==> src/synth_load_consts.vh <==
// Constants for the serial load port of the frequency synthesizer
// Assumes inclusion by bare name from the design files
`ifndef SYNTH_LOAD_CONSTS_VH
`define SYNTH_LOAD_CONSTS_VH
`define SHIFT_WIDTH 19
`define ADDR_BITS 2
`define ADDR_MATCH 2'h3
`define POS_OUT19 18
`define POS_OUT18 17
`define POS_REF17 16
`define POS_REF16 15
`define POS_AMFM 14
`define DIV_WIDTH 14
`define LATCH_RESET 19'h00000
`define REF_20K 2'h3
`define REF_10K 2'h2
`define REF_9K 2'h1
`define REF_1K 2'h0
`endif

==> src/edge_sync.v <==
// Two flop synchroniser with edge detection on the synchronised level
// Assumes input from another clock domain
`timescale 1ns/1ps
module edge_sync #(
	parameter RESET_VAL = 1'b0
) (
	input wire clock_i,
	input wire rst_i,
	input wire async_i,
	output wire level_o,
	output wire rise_o,
	output wire fall_o
);
	reg meta_r;
	reg sync_r;
	reg prev_r;
	always @(posedge clock_i or posedge rst_i) begin
		if (rst_i) begin
			meta_r <= RESET_VAL;
			sync_r <= RESET_VAL;
			prev_r <= RESET_VAL;
		end else begin
			meta_r <= async_i;
			sync_r <= meta_r;
			prev_r <= sync_r;
		end
	end
	assign level_o = sync_r;
	assign rise_o = sync_r & ~prev_r;
	assign fall_o = ~sync_r & prev_r;
endmodule // edge_sync

==> src/synth_serial_load_latch.v <==
// Three-wire serial load port: address check, 19-bit shift register, data latches
// Assumes enable, clock and data come from an external controller, asynchronous to clock_i
`timescale 1ns/1ps
`include "synth_load_consts.vh"

module synth_serial_load_latch #(
	parameter SHIFT_WIDTH = `SHIFT_WIDTH,
	parameter DIV_WIDTH = `DIV_WIDTH
) (
	input wire clock_i,
	input wire rst_i,
	input wire enable_n_i,
	input wire sclk_i,
	input wire sdata_i,
	output reg [DIV_WIDTH-1:0] div_n_o,
	output reg [DIV_WIDTH:0] div_ratio_o,
	output reg amfm_sel_o,
	output reg [1:0] ref_sel_o,
	output reg ref_20k_o,
	output reg ref_10k_o,
	output reg ref_9k_o,
	output reg ref_1k_o,
	output reg fm_path_en_o,
	output reg am_path_en_o,
	output wire gp18_o,
	output wire gp18_oe_o,
	output wire gp19_o,
	output wire gp19_oe_o,
	output reg load_done_o
);
	// ****************************************
	// Input synchronisation
	// ****************************************
	wire en_n_lvl;
	wire en_rise;
	wire en_fall;
	wire sclk_rise;
	wire data_lvl;

	edge_sync #(.RESET_VAL(1'b1)) u_en_sync (
		.clock_i(clock_i),
		.rst_i(rst_i),
		.async_i(enable_n_i),
		.level_o(en_n_lvl),
		.rise_o(en_rise),
		.fall_o(en_fall)
	);

	edge_sync #(.RESET_VAL(1'b0)) u_clk_sync (
		.clock_i(clock_i),
		.rst_i(rst_i),
		.async_i(sclk_i),
		.level_o(),
		.rise_o(sclk_rise),
		.fall_o()
	);

	edge_sync #(.RESET_VAL(1'b0)) u_dat_sync (
		.clock_i(clock_i),
		.rst_i(rst_i),
		.async_i(sdata_i),
		.level_o(data_lvl),
		.rise_o(),
		.fall_o()
	);

	// ****************************************
	// Frame state machine
	// ****************************************
	localparam ST_IDLE = 2'h0;
	localparam ST_ADDR = 2'h1;
	localparam ST_DATA = 2'h2;
	localparam ST_SKIP = 2'h3;

	reg [1:0] state_r;
	reg [1:0] state_nxt;
	reg [1:0] addr_cnt_r;
	reg [1:0] addr_cnt_nxt;
	reg [1:0] addr_r;
	reg [1:0] addr_nxt;
	reg [SHIFT_WIDTH-1:0] shift_r;
	reg [SHIFT_WIDTH-1:0] shift_nxt;
	reg latch_en;

	// Data enters at bit 0, so the last bit received ends up at bit 0 of shift_r
	always @* begin
		state_nxt = state_r;
		addr_cnt_nxt = addr_cnt_r;
		addr_nxt = addr_r;
		shift_nxt = shift_r;
		latch_en = 1'b0;
		case (state_r)
			ST_IDLE: begin
				if (en_fall) begin
					state_nxt = ST_ADDR;
					addr_cnt_nxt = 2'h0;
				end
			end
			ST_ADDR: begin
				if (en_rise) begin
					state_nxt = ST_IDLE;
				end else if (sclk_rise) begin
					addr_nxt = {addr_r[0], data_lvl};
					addr_cnt_nxt = addr_cnt_r + 2'h1;
					// A mismatch parks the frame in ST_SKIP until enable rises
					if (addr_cnt_r == 2'h1) begin
						if ({addr_r[0], data_lvl} == `ADDR_MATCH)
							state_nxt = ST_DATA;
						else
							state_nxt = ST_SKIP;
					end
				end
			end
			ST_DATA: begin
				if (en_rise) begin
					state_nxt = ST_IDLE;
					latch_en = 1'b1;
				end else if (sclk_rise) begin
					shift_nxt = {shift_r[SHIFT_WIDTH-2:0], data_lvl};
				end
			end
			ST_SKIP: begin
				if (en_rise)
					state_nxt = ST_IDLE;
			end
			default: begin
				state_nxt = ST_IDLE;
			end
		endcase
		// Enable high blocks all entry regardless of state
		if (en_n_lvl && state_r != ST_IDLE && !en_rise)
			state_nxt = ST_IDLE;
	end

	always @(posedge clock_i or posedge rst_i) begin
		if (rst_i) begin
			state_r <= ST_IDLE;
			addr_cnt_r <= 2'h0;
			addr_r <= 2'h0;
			shift_r <= `LATCH_RESET;
		end else begin
			state_r <= state_nxt;
			addr_cnt_r <= addr_cnt_nxt;
			addr_r <= addr_nxt;
			shift_r <= shift_nxt;
		end
	end

	// ****************************************
	// Data latches and decoded outputs
	// ****************************************
	reg [SHIFT_WIDTH-1:0] latch_r;

	// Reversed order: latch bit k holds the (19-k)th to last bit
	function [SHIFT_WIDTH-1:0] reorder;
		input [SHIFT_WIDTH-1:0] s;
		integer i;
		begin
			for (i = 0; i < SHIFT_WIDTH; i = i + 1)
				reorder[i] = s[SHIFT_WIDTH-1-i];
		end
	endfunction

	// Pulses with the latch update; the registered decoded outputs follow one clock later, gp18_oe_o and gp19_oe_o in the same clock
	always @(posedge clock_i or posedge rst_i) begin
		if (rst_i) begin
			latch_r <= `LATCH_RESET;
			load_done_o <= 1'b0;
		end else begin
			load_done_o <= latch_en;
			if (latch_en)
				latch_r <= reorder(shift_r);
		end
	end

	// Reference pair ordered bit 16 then bit 17, the same order as ref_sel_o
	wire [1:0] ref_bits = {latch_r[`POS_REF16], latch_r[`POS_REF17]};
	wire amfm_bit = latch_r[`POS_AMFM];

	always @(posedge clock_i or posedge rst_i) begin
		if (rst_i) begin
			div_n_o <= {DIV_WIDTH{1'b0}};
			div_ratio_o <= {{DIV_WIDTH{1'b0}}, 1'b1};
			amfm_sel_o <= 1'b0;
			ref_sel_o <= `REF_1K;
			ref_20k_o <= 1'b0;
			ref_10k_o <= 1'b0;
			ref_9k_o <= 1'b0;
			ref_1k_o <= 1'b1;
			fm_path_en_o <= 1'b0;
			am_path_en_o <= 1'b1;
		end else begin
			div_n_o <= latch_r[DIV_WIDTH-1:0];
			div_ratio_o <= {1'b0, latch_r[DIV_WIDTH-1:0]} + {{DIV_WIDTH{1'b0}}, 1'b1};
			amfm_sel_o <= amfm_bit;
			ref_sel_o <= ref_bits;
			ref_20k_o <= ref_bits == `REF_20K;
			ref_10k_o <= ref_bits == `REF_10K;
			ref_9k_o <= ref_bits == `REF_9K;
			ref_1k_o <= ref_bits == `REF_1K;
			fm_path_en_o <= amfm_bit;
			am_path_en_o <= ~amfm_bit;
		end
	end

	// Open collector: pin pulled low when the latch bit is zero
	assign gp19_o = 1'b0;
	assign gp19_oe_o = ~latch_r[`POS_OUT19];
	assign gp18_o = 1'b0;
	assign gp18_oe_o = ~latch_r[`POS_OUT18];
endmodule // synth_serial_load_latch

==> config.mk <==
export PLATFORM = sky130hd
export DESIGN_NAME = synth_serial_load_latch
export DESIGN_NICKNAME = d
export VERILOG_FILES = /design/src/edge_sync.v /design/src/synth_serial_load_latch.v
export VERILOG_INCLUDE_DIRS = /design/src
export SDC_FILE = /design/constraint.sdc
export NUM_CORES = 1
export LEC_CHECK = 0
export ABC_AREA = 1
export BUFFER_PORTS_ARGS = -buffer_cell sky130_fd_sc_hd__buf_2
export CORE_ASPECT_RATIO = 0.9
export CORE_MARGIN = 8
export CORE_UTILIZATION = 50
export CTS_CLUSTER_DIAMETER = 150
export DETAILED_ROUTE_END_ITERATION = 8
export PLACE_DENSITY_LB_ADDON = 0.25
export SYNTH_ARGS = -nofsm -noshare
export SYNTH_HDL_FRONTEND = slang
export SYNTH_SLANG_ARGS = --single-unit
==> constraint.sdc <==
create_clock -name clock_i -period 8.55 [get_ports clock_i]
set_input_delay 1.2825 -clock clock_i [delete_from_list [all_inputs] [get_ports clock_i]]
set_output_delay 1.2825 -clock clock_i [all_outputs]
set_load 0.005 [all_outputs]
==> results.sh <==
export IMPL_cpLargestDelayFamily="flip-flops"
export IMPL_slew_violations=0
export IMPL_yosys_top_cells_area="dfrtp_1, nand2_1, dfstp_2"
export IMPL_ys_warn_count=0
export IMPL_path_clk_slew_ns=0.09
export IMPL_cts_htree_levels=3
export IMPL_place_area_um2=3582
export IMPL_final_layout_size_suffix_gt1_share_pct=23.81
export IMPL_fin_area_um2=3787
export IMPL_slowest_stage="dfstp_2"
export IMPL_ys_flop_type="dfrtp_1"
export IMPL_synth_cells=304
export IMPL_cts_hold_buf=0
export IMPL_total_leakage_power_nw=1.877
export IMPL_syn_to_final_growth_pct=13.84
export IMPL_p_total_mw=0.8220
export IMPL_status="finished, final reports clean"
export IMPL_rsz0062_at_grt="no"
export IMPL_io_buffer_count=45
export IMPL_ff2ff_setup_slack_ns=6.71
export IMPL_firstDrtPassIters=4
export IMPL_post_route_drc_count=0
export IMPL_cap_violations=0
export IMPL_period_share_pct=26.38
export IMPL_clock_root_buffer="clkbuf_8"
export IMPL_vias=2035
export IMPL_hold_viol=0
export IMPL_dp_cells=431
export IMPL_cp_arrival_ns=0.97
export IMPL_worst_slew_pin_slew_ns=1.041
export IMPL_post_synth_top_count_cell="dfrtp_1"
export IMPL_synth_cell_types=25
export IMPL_cp_cell_sequence="buf_2"
export IMPL_clk_path_buf_depth=2
export IMPL_synthArstFlopShare_pct=100.0
export IMPL_cp_data_required_time_ns=7.27
export IMPL_hold_path_class="register to register"
export IMPL_nets=359
export IMPL_setup_viol=0
export IMPL_antenna_found_initial=0
export IMPL_synth_edff_count=0
export IMPL_fillCellCount=569
export IMPL_maxSlewHeadroom_pct=30.63
export IMPL_cts_buffers=9
export IMPL_worstSetupPathType="register to primary output"
export IMPL_row_count=28
export IMPL_synthesis_area_um2=3327
export IMPL_drt_iter0_markers=148
export IMPL_drtAntennaViolNets=0
export IMPL_synthTopCellsByCount="dfrtp_1, nand2_1, inv_1, o21ai_0, nor2_1"
export IMPL_peakVddDrop_uv=108.1
export IMPL_core_um2=6516
export IMPL_grt_pass1_wl_um=9114
export IMPL_fin_util_pct=58.12
export IMPL_period_minus_slack_ns=2.255
export IMPL_grt_use_total_pct=12.18
export IMPL_power_density_nw_per_um2=217.0
export IMPL_start_kind="register"
export IMPL_seq_area_frac_synth_pct=67.17
export IMPL_antennaDiodeCount=0
export IMPL_wl_um=5274
export IMPL_cts_resized=0
export IMPL_clk_latency_ns=0.35
export IMPL_die_h_um=93.39
export IMPL_crit_path_max_incr_delay_ns=0.52
export IMPL_die_area_um2=9524
export IMPL_crit_fanout=1
export IMPL_ys_ff_latch=89
export IMPL_cp_end_kind="primary output"
export IMPL_max_freq_mhz=443.4
export IMPL_stdcell_count=447
export IMPL_synth_top_cell_area_share_pct=62.43
export IMPL_skew_ns=0.006489
export IMPL_tns_ns=0
export IMPL_post_drt_wl_per_cell_um=11.80
export IMPL_synth_avg_cell_area_um2=10.94
export IMPL_clkSinkCount=89
export IMPL_post_dp_hpwl_um=3616
export IMPL_yosys_area_top_type="dfrtp_1"
export IMPL_via_per_inst=4.553
export IMPL_post_cts_buffers=0
export IMPL_overflow=0
export IMPL_critPathBufInv=1
export IMPL_start_util_pct=51.06
export IMPL_grt_pass1_vias=2026
export IMPL_pin_count=48
export IMPL_place_congestion=0.8202
export IMPL_tritoncts="yes"
export IMPL_die_x_um=102.0
export IMPL_grt_max_degree=90
cells in the final DEF (no fill, tap or decap), drive strengths merged:
cell,n
ha,2
dfstp,6
buf,46
conb,2
bufinv,1
o21ai,41
clkbuf,10
nor2,18
clkinv,4
nor3,1
xor2,8
nand2,73
clkinvlp,2
xnor2,3
dfrtp,83
nand3b,1
nand4,1
inv,40
nand3,15
worst paths after layout:
kind                       cells after the start                        start                      endpoint
setup / recovery                               1     div_ratio_o[0]$_DFF_PP1_                div_ratio_o[0]
hold / removal                                 0  u_dat_sync.meta_r$_DFF_PP0_  u_dat_sync.level_o$_DFF_PP0_
setup reg to reg                               4   u_en_sync.prev_r$_DFF_PP1_       shift_r[11]$_DFFE_PP0P_
hold reg to reg                                0  u_dat_sync.meta_r$_DFF_PP0_  u_dat_sync.level_o$_DFF_PP0_
max in group asynchronous                      3                        rst_i        latch_r[3]$_DFFE_PP0P_
min in group asynchronous                      3                        rst_i        fm_path_en_o$_DFF_PP0_
metrics by stage:
stage / hold slack (ns) / setup slack (ns)
6_report: 0.3544 / 6.295
5_1_grt: 0.3600 / 6.250
4_1_cts: 0.3512 / 6.273
3_5_place_dp: 0.3379 / 6.170
3_3_place_gp: 0.3316 / 6.191
2_1_floorplan: 0.3312 / 4.971
kinds of logic (layout without fill, tap and decap cells):
logic type | after synthesis | in the layout | synth area share, %
flops | 89 | 89 | 67.17
compound gates | 41 | 41 | 7.409
buf+inv | 51 | 103 | 7.483
fa+ha+maj | 2 | 2 | 0.7520
xor+xnor | 11 | 11 | 2.896
other cells | 1 | 2 | 0.1127
simple gates | 109 | 109 | 14.18
power by group:
group	internal, mW	switching [mW]	total [mW]
sequential	0.442	0.0157	0.458
combinational	0.0269	0.0524	0.0793
clock	0.143	0.141	0.285
layout make-up:
type | count | area, um2 | area share, %
flip-flops and latches | 89 | 2235 | 59.00
clock inverters | 6 | 67.56 | 1.784
inverters | 41 | 155.1 | 4.096
repair buffers | 46 | 232.7 | 6.145
well taps | 90 | 112.6 | 2.973
multi-input cells | 165 | 847.1 | 22.37
clock buffers | 10 | 137.6 | 3.634
routing by layer:
| metal | wire length [um] | global-route usage (%) |
|---|---|---|
| met1 | 2413 | 14.72 |
| met4 | 142 | 7.448 |
| met5 | 0 | 0 |
| met2 | 2341 | 18.66 |
| met3 | 376 | 3.786 |
sequential cells by signal, indices dropped and copies added (netlist names), 2 cells and up:
register,cells
addr_cnt_r,2
div_n_o,14
div_ratio_o,15
latch_r,19
ref_sel_o,2
shift_r,19
state_r,2
Note: power is estimated with default switching activity, not from simulation.
